<file path="config.mk">
export PLATFORM = sky130hd
export DESIGN_NAME = loop_filter_coefficient_codec
export DESIGN_NICKNAME = d
export VERILOG_FILES = /design/src/common/loop_coef_pkg.sv /design/src/rtl/coef_scaler.sv /design/src/rtl/loop_filter_coefficient_codec.sv
export VERILOG_INCLUDE_DIRS = /design/src /design/src/common
export SDC_FILE = /design/constraint.sdc
export NUM_CORES = 1
export LEC_CHECK = 0
export BUFFER_PORTS_ARGS = -buffer_cell sky130_fd_sc_hd__buf_4
export CAP_MARGIN = 20
export CORE_MARGIN = 2
export CORE_UTILIZATION = 55
export CTS_CLUSTER_DIAMETER = 150
export DETAILED_ROUTE_END_ITERATION = 6
export PLACE_DENSITY = 0.85
export SLEW_MARGIN = 5
export SYNTH_ARGS = -nofsm -noshare
export SYNTH_HDL_FRONTEND = slang
export SYNTH_SLANG_ARGS = --single-unit
</file>
<file path="constraint.sdc">
create_clock -name clk -period 11.7 [get_ports clk]
set_input_delay 2.34 -clock clk [delete_from_list [all_inputs] [get_ports clk]]
set_output_delay 2.34 -clock clk [all_outputs]
set_load 0.01 [all_outputs]
</file>
<file path="src/common/loop_coef_regs.svh">
// Constants for the loop filter coefficient decoder: field widths, exponent offsets, defaults
`ifndef LOOP_COEF_REGS_SVH
`define LOOP_COEF_REGS_SVH

// Field widths of the stored coefficient fields
`define ALPHA_MANT_W        16
`define ALPHA_SHIFT_W       6
`define ALPHA_FRONT_W       3
`define ALPHA_BACK_W        4
`define BETA_MANT_W         17
`define BETA_EXP_W          5
`define GAMMA_MANT_W        17
`define GAMMA_EXP_W         5
`define DELTA_MANT_W        15
`define DELTA_EXP_W         5

// Exponent offsets of the rebuilt coefficients
`define ALPHA_EXP_BASE      16
`define BETA_EXP_BASE       17
`define GAMMA_EXP_BASE      17
`define DELTA_EXP_BASE      15

// Feedback divider fields and the offset added to the stored integer value
`define FB_INT_W            30
`define FB_NUM_W            10
`define FB_DEN_W            10
`define FB_INT_OFFSET       1

// Widest mantissa, signed shift width, channel indices
`define COEF_MANT_MAX_W     17
`define COEF_SHIFT_W        8
`define COEF_NUM            4
`define CH_ALPHA            0
`define CH_BETA             1
`define CH_GAMMA            2
`define CH_DELTA            3

// Default output formats
`define COEF_W_DEF          64
`define COEF_FRAC_DEF       48
`define DIV_FRAC_DEF        16

`endif

</file>
<file path="src/common/loop_coef_pkg.sv">
// Types for the loop filter coefficient decoder
`include "loop_coef_regs.svh"

package loop_coef_pkg;

	// Stored coefficient fields as software writes them
	typedef struct packed {
		logic [`ALPHA_MANT_W-1:0]  alpha_mant;
		logic [`ALPHA_SHIFT_W-1:0] alpha_shift;
		logic [`ALPHA_FRONT_W-1:0] alpha_front;
		logic [`ALPHA_BACK_W-1:0]  alpha_back;
		logic [`BETA_MANT_W-1:0]   beta_mant;
		logic [`BETA_EXP_W-1:0]    beta_exp;
		logic [`GAMMA_MANT_W-1:0]  gamma_mant;
		logic [`GAMMA_EXP_W-1:0]   gamma_exp;
		logic [`DELTA_MANT_W-1:0]  delta_mant;
		logic [`DELTA_EXP_W-1:0]   delta_exp;
	} coef_fields_s;

	// Stored feedback divider values
	typedef struct packed {
		logic [`FB_INT_W-1:0] int_val;
		logic [`FB_NUM_W-1:0] num;
		logic [`FB_DEN_W-1:0] den;
	} fb_div_s;

	// Decoder sequence, one-hot
	typedef enum logic [3:0] {
		ST_IDLE   = 4'b0001,
		ST_SCALE  = 4'b0010,
		ST_DIVIDE = 4'b0100,
		ST_DONE   = 4'b1000
	} codec_state_e;

endpackage : loop_coef_pkg

</file>
<file path="src/rtl/coef_scaler.sv">
// Mantissa times signed power of two, with optional negation and saturation
`timescale 1ns/1ps

module coef_scaler #(
	parameter int MANT_W  = 17,
	parameter int SHIFT_W = 8,
	parameter int COEF_W  = 64
) (
	input  wire logic [MANT_W-1:0]         mant,
	input  wire logic signed [SHIFT_W-1:0] shift,
	input  wire logic                      negate,
	output logic signed [COEF_W-1:0]       coef,
	output logic                           sat
);

	localparam int WW = 2 * COEF_W;

	logic signed [WW-1:0]  base;
	logic signed [WW-1:0]  shifted;
	logic [SHIFT_W-1:0]    mag;
	logic                  too_far;
	logic                  ovf;

	// Signed mantissa first, then an arithmetic shift; left shifts are exact, right shifts round toward minus infinity
	always_comb begin
		base    = negate ? -$signed({{(WW-MANT_W){1'b0}}, mant}) : $signed({{(WW-MANT_W){1'b0}}, mant});
		mag     = shift[SHIFT_W-1] ? SHIFT_W'(-shift) : SHIFT_W'(shift);
		too_far = !shift[SHIFT_W-1] && (int'(mag) >= COEF_W) && (mant != '0);
		if (!shift[SHIFT_W-1]) begin
			shifted = base <<< mag;
		end else begin
			shifted = base >>> mag;
		end
		// Bits above the sign position must all match the sign
		ovf = (shifted[WW-1:COEF_W-1] != '0) && (shifted[WW-1:COEF_W-1] != '1);
		sat = too_far || ovf;
		if (sat) begin
			coef = negate ? {1'b1, {(COEF_W-1){1'b0}}} : {1'b0, {(COEF_W-1){1'b1}}};
		end else begin
			coef = shifted[COEF_W-1:0];
		end
	end

endmodule : coef_scaler

</file>
<file path="src/rtl/loop_filter_coefficient_codec.sv">
// Rebuilds loop filter coefficients and the feedback ratio from their stored fields
//
// Behaviour
// - Alpha equals mantissa times two^-(16+shift-front-back).
// - Alpha shift field moves binary point leftward.
// - Beta and gamma stored positive, negated internally.
// - Beta equals mantissa times two^-(17+exponent).
// - Gamma equals mantissa times two^-(17+exponent).
// - Delta equals mantissa times two^-(15+exponent), positive.
// - Divide ratio is stored integer plus one plus fraction.
`timescale 1ns/1ps
`include "loop_coef_regs.svh"

module loop_filter_coefficient_codec #(
	parameter int COEF_W    = `COEF_W_DEF,
	parameter int COEF_FRAC = `COEF_FRAC_DEF,
	parameter int DIV_FRAC  = `DIV_FRAC_DEF
) (
	input  wire logic                                  clk,
	input  wire logic                                  rst_n,
	input  wire logic                                  load,
	input  wire loop_coef_pkg::coef_fields_s           fields,
	input  wire loop_coef_pkg::fb_div_s                fb_div,
	output logic                                       busy,
	output logic                                       update_done,
	output logic signed [COEF_W-1:0]                   alpha_coef,
	output logic signed [COEF_W-1:0]                   beta_coef,
	output logic signed [COEF_W-1:0]                   gamma_coef,
	output logic signed [COEF_W-1:0]                   delta_coef,
	output logic [`COEF_NUM-1:0]                       coef_sat,
	output logic [`COEF_NUM-1:0]                       mant_zero,
	output logic [`FB_INT_W+DIV_FRAC+1:0]              fb_ratio,
	output logic                                       den_zero
);

	localparam int NUM_W   = `FB_NUM_W + DIV_FRAC;
	localparam int RATIO_W = `FB_INT_W + DIV_FRAC + 2;
	localparam int CNT_W   = $clog2(NUM_W + 1);

	loop_coef_pkg::codec_state_e                 state_q;
	loop_coef_pkg::codec_state_e                 state_d;
	loop_coef_pkg::coef_fields_s                 fields_q;
	loop_coef_pkg::fb_div_s                      fb_div_q;

	logic [`COEF_MANT_MAX_W-1:0]                 ch_mant   [`COEF_NUM];
	logic signed [`COEF_SHIFT_W-1:0]             ch_shift  [`COEF_NUM];
	logic                                        ch_neg    [`COEF_NUM];
	logic signed [COEF_W-1:0]                    ch_coef   [`COEF_NUM];
	logic                                        ch_sat    [`COEF_NUM];

	logic [NUM_W-1:0]                            dividend_q;
	logic [NUM_W-1:0]                            quot_q;
	logic [`FB_DEN_W:0]                          rem_q;
	logic [`FB_DEN_W:0]                          rem_trial;
	logic [CNT_W-1:0]                            cnt_q;
	logic [`FB_INT_W:0]                          int_ratio;

	// Sequence control; new loads are ignored until the current update completes
	always_comb begin
		state_d = state_q;
		case (state_q)
			loop_coef_pkg::ST_IDLE: begin
				if (load) begin
					state_d = loop_coef_pkg::ST_SCALE;
				end
			end
			loop_coef_pkg::ST_SCALE: begin
				if (fb_div_q.den == '0) begin
					state_d = loop_coef_pkg::ST_DONE;
				end else begin
					state_d = loop_coef_pkg::ST_DIVIDE;
				end
			end
			loop_coef_pkg::ST_DIVIDE: begin
				if (cnt_q == CNT_W'(1)) begin
					state_d = loop_coef_pkg::ST_DONE;
				end
			end
			loop_coef_pkg::ST_DONE: begin
				state_d = loop_coef_pkg::ST_IDLE;
			end
			default: begin
				state_d = loop_coef_pkg::ST_IDLE;
			end
		endcase
	end

	// State register
	always_ff @(posedge clk) begin
		if (!rst_n) begin
			state_q <= loop_coef_pkg::ST_IDLE;
		end else begin
			state_q <= state_d;
		end
	end

	assign busy = (state_q != loop_coef_pkg::ST_IDLE);

	// Field capture; a snapshot keeps the decode stable while software rewrites ports
	always_ff @(posedge clk) begin
		if (!rst_n) begin
			fields_q <= '0;
			fb_div_q <= '0;
		end else if ((state_q == loop_coef_pkg::ST_IDLE) && load) begin
			fields_q <= fields;
			fb_div_q <= fb_div;
		end
	end

	// Per-channel mantissa, signed shift toward the output binary point, and sign
	always_comb begin
		ch_mant[`CH_ALPHA]  = `COEF_MANT_MAX_W'(fields_q.alpha_mant);
		// Shift field lowers the exponent, gains raise it; large shifts become right shifts
		ch_shift[`CH_ALPHA] = `COEF_SHIFT_W'(COEF_FRAC - `ALPHA_EXP_BASE
			- int'(fields_q.alpha_shift)
			+ int'(fields_q.alpha_front) + int'(fields_q.alpha_back));
		ch_neg[`CH_ALPHA]   = 1'b0;
		ch_mant[`CH_BETA]   = `COEF_MANT_MAX_W'(fields_q.beta_mant);
		ch_shift[`CH_BETA]  = `COEF_SHIFT_W'(COEF_FRAC - `BETA_EXP_BASE - int'(fields_q.beta_exp));
		ch_neg[`CH_BETA]    = 1'b1;
		ch_mant[`CH_GAMMA]  = `COEF_MANT_MAX_W'(fields_q.gamma_mant);
		ch_shift[`CH_GAMMA] = `COEF_SHIFT_W'(COEF_FRAC - `GAMMA_EXP_BASE - int'(fields_q.gamma_exp));
		ch_neg[`CH_GAMMA]   = 1'b1;
		ch_mant[`CH_DELTA]  = `COEF_MANT_MAX_W'(fields_q.delta_mant);
		ch_shift[`CH_DELTA] = `COEF_SHIFT_W'(COEF_FRAC - `DELTA_EXP_BASE - int'(fields_q.delta_exp));
		ch_neg[`CH_DELTA]   = 1'b0;
	end

	// One scaler per coefficient
	for (genvar i = 0; i < `COEF_NUM; i++) begin : g_ch
		coef_scaler #(
			.MANT_W  (`COEF_MANT_MAX_W),
			.SHIFT_W (`COEF_SHIFT_W),
			.COEF_W  (COEF_W)
		) u_scaler (
			.mant   (ch_mant[i]),
			.shift  (ch_shift[i]),
			.negate (ch_neg[i]),
			.coef   (ch_coef[i]),
			.sat    (ch_sat[i])
		);
	end

	// Coefficient outputs update together in the scale step
	always_ff @(posedge clk) begin
		if (!rst_n) begin
			alpha_coef <= '0;
			beta_coef  <= '0;
			gamma_coef <= '0;
			delta_coef <= '0;
		end else if (state_q == loop_coef_pkg::ST_SCALE) begin
			alpha_coef <= ch_coef[`CH_ALPHA];
			beta_coef  <= ch_coef[`CH_BETA];
			gamma_coef <= ch_coef[`CH_GAMMA];
			delta_coef <= ch_coef[`CH_DELTA];
		end
	end

	// Diagnostics: an encoder never stores a zero mantissa, so flag it
	always_ff @(posedge clk) begin
		if (!rst_n) begin
			coef_sat  <= '0;
			mant_zero <= '0;
		end else if (state_q == loop_coef_pkg::ST_SCALE) begin
			for (int k = 0; k < `COEF_NUM; k++) begin
				coef_sat[k]  <= ch_sat[k];
				mant_zero[k] <= (ch_mant[k] == '0);
			end
		end
	end

	// Restoring divider for the fractional part, one quotient bit per cycle
	assign rem_trial = {rem_q[`FB_DEN_W-1:0], dividend_q[NUM_W-1]};

	always_ff @(posedge clk) begin
		if (!rst_n) begin
			dividend_q <= '0;
			quot_q     <= '0;
			rem_q      <= '0;
			cnt_q      <= '0;
		end else if (state_q == loop_coef_pkg::ST_SCALE) begin
			dividend_q <= {fb_div_q.num, {DIV_FRAC{1'b0}}};
			quot_q     <= '0;
			rem_q      <= '0;
			cnt_q      <= CNT_W'(NUM_W);
		end else if (state_q == loop_coef_pkg::ST_DIVIDE) begin
			dividend_q <= {dividend_q[NUM_W-2:0], 1'b0};
			cnt_q      <= cnt_q - CNT_W'(1);
			if (rem_trial >= {1'b0, fb_div_q.den}) begin
				rem_q  <= rem_trial - {1'b0, fb_div_q.den};
				quot_q <= {quot_q[NUM_W-2:0], 1'b1};
			end else begin
				rem_q  <= rem_trial;
				quot_q <= {quot_q[NUM_W-2:0], 1'b0};
			end
		end
	end

	// Stored integer value is one below the intended integer ratio
	assign int_ratio = {1'b0, fb_div_q.int_val} + (`FB_INT_W+1)'(`FB_INT_OFFSET);

	// Ratio and completion; a zero denominator drops the fraction and is flagged
	always_ff @(posedge clk) begin
		if (!rst_n) begin
			fb_ratio    <= '0;
			den_zero    <= 1'b0;
			update_done <= 1'b0;
		end else begin
			update_done <= (state_q == loop_coef_pkg::ST_DONE);
			if (state_q == loop_coef_pkg::ST_DONE) begin
				den_zero <= (fb_div_q.den == '0);
				if (fb_div_q.den == '0) begin
					fb_ratio <= RATIO_W'({int_ratio, {DIV_FRAC{1'b0}}});
				end else begin
					fb_ratio <= RATIO_W'({int_ratio, {DIV_FRAC{1'b0}}}) + RATIO_W'(quot_q);
				end
			end
		end
	end

endmodule : loop_filter_coefficient_codec

</file>
== Word level (Yosys, flattened, before mapping) ==
Index checks and enable logic that the tools add are counted.
Word-level totals
  flip-flop bits (word level): 512
  bits of input ports: 146
  output and inout port bits: 315
Cells by class
  add/sub/neg operators: 16
  $lt $le $gt $ge: 5
  equality and inequality tests: 12
  shifts and indexed selects: 8
  multiplexer cells: 23
  bitwise operators: 1
  reduce and logical (&&, ||, !) cells: 37
Operators by type and width (number)
  128-bit two-way mux: 4
  65-bit inequality test (second input constant): 4
  65-bit nonzero test: 4
  64-bit two-way mux: 4
  17-bit negator with 128-bit output: 2
  128-bit by 8-bit <<< shifter with 128-bit output: 2
  128-bit by 8-bit >>> shifter with 128-bit output: 2
  16-bit by 8-bit <<< shifter with 128-bit output: 1
  17-bit by 8-bit <<< shifter with 128-bit output: 1
  16-bit by 8-bit >>> shifter with 128-bit output: 1
  17-bit by 8-bit >>> shifter with 128-bit output: 1
  17-bit zero test: 4
  17-bit nonzero test: 4
  26-bit two-way mux: 2
  47-bit by 26-bit adder with 48-bit output: 1
  48-bit two-way mux: 1
  8-bit by 7-bit >= comparator with 1-bit output (second input constant): 4
  8-bit two-way mux: 4
  30-bit by 1-bit adder with 31-bit output (second input constant): 1
  6-bit negator with 8-bit output: 2
  1-bit logical AND: 13
  4-bit two-way mux: 3
  4-bit case mux with 3 select lines: 1
  5-bit by 5-bit subtractor with 6-bit output (first input constant): 2
  26 further kinds: 34

== Depth between registers and ports, before layout ==
Gate-level depths: netlist of the first run.
  depth after elaboration: 11
  depth in mapped cells: 22

== Modules after synthesis ==
A second synthesis of the first run with hierarchy kept.
Unflattened totals
  cells, all modules: 10232
  area, all modules: 66470.0 µm²
Modules (own cells, without submodules)
  coef_scaler at g_ch[1].u_scaler ...: instances 3, cells each 1896, area each 11498.5 µm²
  loop_filter_coefficient_codec: instances 1, cells each 2647, area each 20462.1 µm²
  coef_scaler at g_ch[0].u_scaler: instances 1, cells each 1897, area each 11512.3 µm²

== Worst setup path before layout of the first run ==
Ideal clock, no wire load.
  kind: flip-flop to flip-flop
  from: reg fields_q[71] in the netlist's numbering
  to: reg alpha_coef[10]
  library setup time: 0.137 ns
  arrival time: 4.502 ns
  path slack: 7.061 ns
  stages on the path, launching flop included: 20
  buffers on the path: 1
  cell sequence: dfxtp_1 > inv_1 > ha_1 > inv_1 > fa_1 > inv_1 > ha_1 > inv_1 > fa_1 > nand2b_1 > a21oi_4 > a21oi_1 > a211oi_1 > a211oi_1 > a221o_1 > o21bai_1 > a211o_1 > o41ai_4 > buf_4 > a31oi_1
On the way
  cells in the longest elaborated chain, start to end: 11
  elaborated cells between the ends (all ways): 17
  classes of those cells: 4 x add/sub; 1 x order compare; 1 x eq/ne; 2 x shift; 3 x mux; 6 x reduce/logical
RTL lines
  start, declared: RTL line loop_filter_coefficient_codec.sv:42  | loop_coef_pkg::coef_fields_s fields_q;
  start signal, assigned: RTL line loop_filter_coefficient_codec.sv:105  | fields_q <= fields;
  6-bit by 6-bit subtractor with 7-bit output (*): RTL line loop_filter_coefficient_codec.sv:114  | ch_shift[`CH_ALPHA] = `COEF_SHIFT_W'(COEF_FRAC - `ALPHA_EXP_BASE
  7-bit by 4-bit adder with 8-bit output (*): RTL line loop_filter_coefficient_codec.sv:114
  8-bit by 5-bit adder with 8-bit output (*): RTL line loop_filter_coefficient_codec.sv:114
  8-bit negator: RTL line coef_scaler.sv:27  | mag = shift[SHIFT_W-1] ? SHIFT_W'(-shift) : SHIFT_W'(shift);
  8-bit two-way mux: RTL line coef_scaler.sv:27
  17-bit by 8-bit <<< shifter with 128-bit output or 17-bit by 8-bit >>> shifter with 128-bit output (tied branches): RTL line coef_scaler.sv:30, coef_scaler.sv:32
  128-bit two-way mux: RTL line coef_scaler.sv:29  | if (!shift[SHIFT_W-1]) begin
  65-bit inequality test or 65-bit nonzero test (tied branches): RTL line coef_scaler.sv:35  | ovf = (shifted[WW-1:COEF_W-1] != '0) && (shifted[WW-1:COEF_W-1] != '1);
  1-bit logical AND: RTL line coef_scaler.sv:35
  1-bit logical OR: RTL line coef_scaler.sv:36  | sat = too_far || ovf;
  64-bit two-way mux (*): RTL line coef_scaler.sv:37  | if (sat) begin
  end signal, assigned: RTL line loop_filter_coefficient_codec.sv:152  | alpha_coef <= ch_coef[`CH_ALPHA];
  end, declared: RTL line loop_filter_coefficient_codec.sv:26  | output logic signed [COEF_W-1:0] alpha_coef,
Mark *: on every way between the ends. The rest lies on a longest branch, timed or not.
A chain may end at the register's enable or synchronous reset.

== Final worst setup path of the first run ==
  from: reg fields_q[71] in the netlist's numbering
  to: reg alpha_coef[20]
Same word-level chain as after synthesis.

==> qor.yml, run 1 <==
run_status: "completed"
antenna_found_initial: 3
finalSetupViolCount: 0
busiest_layer: "met2"
ys_seq_area_share_pct: 35.7
hold_viol_final: 0
crit_type: "reg -> reg"
fin_nets: 4208
multi_input_area_um2: 17000
slew-limit-headroom_pct: 23.6
initial_utilization_pct: 55.7
switching_share_pct: 41.0
die_w_um: 232
ys_async_sr_fraction_pct: 0
final_common_cell: "nand2_1"
clk_latency_ps: 620
hold_depth: 2
max_stage_delay_ps: 810
period_share_pct: 53.5
synthCells: 3762
cts_resized: 0
htree_levels: 2
drive_gt1_share_pct: 17.9
grt_pass1_vias: 27000
synthAdderAreaFrac_pct: 1.94
hpwl_um: 67100
peakVddDrop_uv: 173
grt_use_met2_pct: 55.1
min_period_ps: 6260
combPwrFrac_pct: 41.5
finClkSkew_ps: 25.2
ant_nets: 0
synth.avg_cell_area_um2: 7.63
crit_slowest_cell: "inv_1"
ys_top_cells_by_area: "dfxtp_1 36%, nand2_1 9.0%, a21oi_1 7.7%, o21ai_0 5.2%, mux2i_1 4.0%"
muxShareOfSynthArea_pct: 6.91
use_met3_pct: 5.72
via_per_inst: 6.27
fmax_ghz: 0.160
power_leakage_uw: 0.0137
drc: 0
synth_seq_cells: 512
syn_area_um2: 28700
synth_largest_area_cell: "dfxtp_1"
layout_common_cells: "689 x nand2_1, 513 x buf_4, 512 x dfxtp_1, 439 x a21oi_1, 296 x o21ai_0"
seqCellArea_um2: 10200
drt_iter0_drc: 3217
grt_max_degree: 111
cts_buffers: 51
p_per_area_nw_per_um2: 188
crit_fanout: 47
synthSimpleGateAreaFrac_pct: 20.3
setup_tns_ps: 0
dieHeight_um: 232
ys.warnings.count: 0
hold_class: "reg -> reg"
core_area_um2: 51500
grt_overflow: 0
dieArea_um2: 54000
dr.pass1.iters: 7
cp_cell_sequence: "inv_1 > ha_1 > inv_1 > fa_1 > inv_1 > ha_1 > inv_1 > fa_1 > nand2b_1 > a21oi_4 > a211oi_2 > a21oi_4 > buf_4 > a21oi_1 > a21oi_1 > o2111ai_1 > o31a_1 > inv_1 > a31oi_1"
drv_cap: 0
hold_buffers: 0
rsz0062_at_grt: "no"
r2r_cells: 19
grtUsageTotal_pct: 33.8
fillers: 4371
io_buffers: 460
row_count: 83
synth_ff_type: "dfxtp_1"
post-cts-setup-buffers: 0
end_kind: "flop"
gp_congestion: 1.00
cp.required_ps: 12130
io_pins: 461
critPathLaunchType: "flop"
final_area_um2: 34100
crit_top_cell: "inv_1"
grt_pass1_wl_um: 148000
cts.clk_slew.worst_paths_ps: 70
synth.distinct_cells: 101
synth_edf_count: 0
grtUsageMet1_pct: 44.6
crit_arrival_ps: 6690
dpl_cell_area_um2: 32200
wl_per_cell_um: 20.3
synth_fp_nets: 3949
slew_violations: 0
synth-compound-area-share_pct: 26.7
clkPwrFrac_pct: 28.1
clock-root-buffer: "clkbuf_16"
num_vias: 29700
cts.path.max_buffers: 3
tightest_slew_ps: 1140
wirelength_um: 96100
p_int_uw: 3800
syn_to_final_growth_pct: 18.9
pwr-share-seq_pct: 30.4
synth_top_family_by_area: "compound AO/OA/AOI/OAI gates"
yosys.area_share.xor_xnor_pct: 3.16
power_uw: 6430
synth_top_area_share_pct: 35.7
cts_tree: "done"
cts.sinks: 512
power.net_switching_uw: 2640
-- flip-flops by register name, summed over array words and instances, names as in the netlist --
register     count
state_q          4
mant_zero        4
update_done      1
rem_q           10
delta_coef      64
den_zero         1
alpha_coef      64
gamma_coef      64
ch_mant         65
dividend_q      10
cnt_q            5
fb_div_q        50
fb_ratio        48
fields_q        28
beta_coef       64
quot_q          26
coef_sat         4
-- cells in the mapped netlist (31+ instances only) --
cell / number
a211oi_1: 59
a21o_1: 46
a21oi_1: 440
a31oi_1: 68
clkbuf_1: 249
dfxtp_1: 512
ha_1: 35
inv_1: 68
mux2_2: 34
mux2i_1: 115
nand2_1: 690
nand3_1: 77
nor2_1: 270
nor3_1: 68
nor4_1: 31
o21ai_0: 296
o22ai_1: 39
xnor2_1: 65
-- worst max-delay path: cells and delay by family, from the launching register on --
kind,cells,cell delay [ps]
buffers and inverters,6,1600
adder cells (fa/ha/maj),4,1300
flip-flops,1,430
AO/OA/AOI/OAI,8,2510
AND/OR/NAND/NOR,1,220
-- cell type report --
class	instances	share of cell area (%)
sequential	512	30.0
clock inverter	28	1.24
clock buffer	65	4.19
multi-input combinational	2866	49.9
inverter	76	0.858
timing repair buffer	514	11.3
antenna	3	0.0220
tap	680	2.49
-- per-stage QoR --
stage | utilization (%) | setup slack (ps) | std cells | hold slack (ps)
finish | 66.3 | 5440 | 4744 | 447
global route | 66.3 | 5140 | 4744 | 475
CTS | 66.2 | 5370 | 4738 | 443
global placement | 62.6 | 5520 | 4645 | 429
floorplan | - | 7060 | 3762 | 432
detailed placement | 62.6 | 5390 | 4645 | 433
-- power by group through the flow --
stage	Clock (µW)	Sequential [µW]	Combinational [µW]
6_report	1810	1950	2670
2_1_floorplan	0	1950	1870
4_1_cts	1820	1950	2570
3_5_place_dp	0	1990	2550
5_1_grt	1890	1970	2850
3_3_place_gp	0	1980	2550
-- cell families (layout without fill, tap and decap cells) --
family | Yosys count | in the layout
multiplexers | 170 | 170
XOR/XNOR | 98 | 98
other | 0 | 3
AO/OA/AOI/OAI | 1237 | 1237
AND/OR/NAND/NOR | 1320 | 1320
adder cells (fa/ha/maj) | 41 | 41
buffers and inverters | 384 | 683
flip-flops | 512 | 512
-- worst paths after layout --
check,startpoint,slack (ps),to
setup / recovery,fields_q[71],5440,alpha_coef[20]
hold / removal,gamma_coef[34],450,gamma_coef[34]
setup reg to reg,fields_q[71],5440,alpha_coef[20]
hold reg to reg,gamma_coef[34],450,gamma_coef[34]
-- metal layers --
layer  share of wire, %  wire length (µm)
met2                 47             44900
met1                 41             39500
met3                8.4              8090
met5                  0                 0
met4                3.8              3660
No activity file was read; power rests on OpenSTA's default activity.
==> inputs of run 2 (changes only) <==
Settings changed: CORE_UTILIZATION 55 to 52, PLACE_DENSITY 0.85 to 0.84.
Clock period 11.7 ns to 5.4 ns, I/O delays scaled along.
==> qor.yml, run 2 (same netlist as run 1, synthesis figures left out) <==
run_status: "completed"
fin_nets: 4279  # +1.7%
row_count: 86  # +3.6%
cts.clk_slew.worst_paths_ps: 70  # about the same
dp_cells: 4728  # +1.8%
crit_fanout: 22  # -53%
r2r_cells: 21  # +2
min_period_ps: 5170  # -1090 ps
clock-root-buffer: "clkbuf_16"
cts_tree: "done"
tightest_slew_ps: 1010  # -128 ps
slew-limit-headroom_pct: 32.4  # +8.8 points
core_area_um2: 54900  # +6.5%
whs_ps: 441  # -6.39 ps
peakVddDrop_uv: 279  # +62%
finalSetupViolCount: 0  # unchanged
drv_cap: 0  # unchanged
rsz0062_at_grt: "no"
hold_class: "reg -> reg"
period_share_pct: 95.7  # +42 points
crit_slowest_cell: "fa_1"
layout_common_cells: "689 x nand2_1, 575 x buf_4, 512 x dfxtp_1, 437 x a21oi_1, 296 x o21ai_0"
antenna_found_initial: 4  # +1
final_cells: 4841  # +2.0%
hold_viol_final: 0  # unchanged
cp_cell_sequence: "inv_1 > ha_1 > inv_1 > fa_1 > inv_1 > ha_1 > inv_1 > fa_1 > inv_1 > o311ai_1 > a21oi_2 > buf_4 > xnor2_4 > buf_4 > mux2i_1 > a221oi_1 > o22ai_1 > o31a_2 > o41ai_4 > buf_12 > a31oi_1"
r2r-start: "fields_q[71]"
r2r-end: "alpha_coef[7]"
initial_utilization_pct: 52.3  # -3.4 points
end_kind: "flop"
grt_overflow: 0  # unchanged
ff2ff_setup_slack_ps: 230  # -5210 ps
power_uw: 14100  # +120%
clk_latency_ps: 630  # about the same
slew_violations: 0  # unchanged
crit_arrival_ps: 5640  # -1050 ps
io_buffers: 460  # unchanged
fmax_ghz: 0.193  # +21%
io_pins: 461  # unchanged
via_per_inst: 6.22  # -0.73%
hold_depth: 2  # unchanged
cp.required_ps: 5880  # -6250 ps
largest_reg_flops: 65  # unchanged
syn_to_final_growth_pct: 21.0
gp_congestion: 1.01  # +0.73%
setup_tns_ps: 0  # unchanged
wirelength_um: 97600  # +1.5%
min_from: "gamma_coef[34]"
critPathLaunchType: "flop"
wl_per_cell_um: 20.2  # -0.49%
hpwl_um: 69800  # +4.0%
crit_top_cell: "inv_1"
die_w_um: 239  # +2.8%
grtUsageTotal_pct: 32.4  # -1.4 points
htree_levels: 2  # unchanged
drt_iter0_drc: 3430  # +6.6%
cts.path.max_buffers: 3  # unchanged
max_stage_delay_ps: 520  # -290 ps
hold_end: "gamma_coef[34]"
finClkSkew_ps: 35.5  # +10.2 ps
num_vias: 30100  # +1.3%
grt_pass1_vias: 27400  # +1.5%
dieHeight_um: 239  # +2.8%
crit_type: "reg -> reg"
dr.pass1.iters: 7  # unchanged
drc: 0  # unchanged
dieArea_um2: 57100  # +5.7%
grt_pass1_wl_um: 150000  # +1.2%
cts_buffers: 51  # unchanged
fillers: 4698  # +7.5%
grt_max_degree: 155  # +40%
drive_gt1_share_pct: 19.4  # +1.5 points
power_leakage_uw: 0.0141  # +2.5%
p_per_area_nw_per_um2: 407  # +120%
ant_nets: 0  # unchanged
final_common_cell: "nand2_1"
cts.sinks: 512  # unchanged
run 2: cell count changes in the layout (fill, tap and decap cells not counted), sizes merged:
| cell | previous run | this run |
|---|---|---|
| buf | 514 | 585 |
| bufinv | 9 | 5 |
| clkinv | 14 | 18 |
| clkbuf | 65 | 67 |
| diode | 3 | 2 |
| inv | 75 | 76 |
run 2: area by class of cell:
class | count | area [µm²] | area share [%]
Multi-Input combinational cell | 2866 | 17100 | 49.1
Sequential cell | 512 | 10200 | 29.5
Clock buffer | 67 | 1420 | 4.08
Tap cell | 704 | 881 | 2.54
Clock inverter | 29 | 333 | 0.958
Antenna cell | 2 | 5.00 | 0.0144
Inverter | 76 | 297 | 0.853
Timing Repair Buffer | 585 | 4500 | 13.0
run 2: what timing repair did:
| action | CTS | global route |
|---|---|---|
| hold buffers | 0 | 0 |
| pin swaps | 0 | 3 |
| resized for setup | 2 | 10 |
| setup buffers | 0 | 13 |
| endpoints found under the setup margin | 22 | 64 |
run 2: worst max path at each step:
stage                      start  slack (ps)  cells past startpoint              to
finish              fields_q[71]         230                     21   alpha_coef[7]
global route        fields_q[72]           3                     20   alpha_coef[7]
CTS                 fields_q[71]          30                     21  alpha_coef[12]
detailed placement  fields_q[72]         -60                     21   alpha_coef[1]
global placement    fields_q[72]         120                     21  alpha_coef[15]
floorplan           fields_q[71]         760                     19  alpha_coef[10]
run 2: worst max-delay path, delay by kind of cell, from the launching register on:
| family | cells | cell delay, ps |
|---|---|---|
| AO/OA/AOI/OAI | 7 | 1850 |
| XOR/XNOR | 1 | 350 |
| adder cells (fa/ha/maj) | 4 | 1400 |
| buffers and inverters | 8 | 970 |
| flip-flops | 1 | 350 |
| multiplexers | 1 | 80 |
run 2: report_power, final:
group          switching [µW]  internal [µW]  total [µW]  leakage [µW]
combinational            3940           2240        6190       0.00908
sequential                250           3980        4230       0.00415
clock                    1610           2110        3720      0.000853
run 2: stage by stage:
step           area (µm²)  utilization [%]  worst slack [ps]
5_1_grt             34700             63.3              2.57
4_1_cts             34600             63.0              33.4
3_5_place_dp        32800             59.8             -56.8
6_report            34700             63.3               232
3_3_place_gp        32800             59.8               118
2_1_floorplan       28700                -               761
run 2: metal layers:
| layer | vias to the layer above | part of all wire [%] | global-route usage (%) |
|---|---|---|---|
| met5 | - | 0.023 | 0 |
| met4 | 4 | 3.8 | 12.1 |
| met3 | 261 | 8.9 | 5.69 |
| met2 | 1506 | 46 | 52.6 |
| met1 | 14200 | 41 | 43.2 |
| li1 | 14200 | - | - |
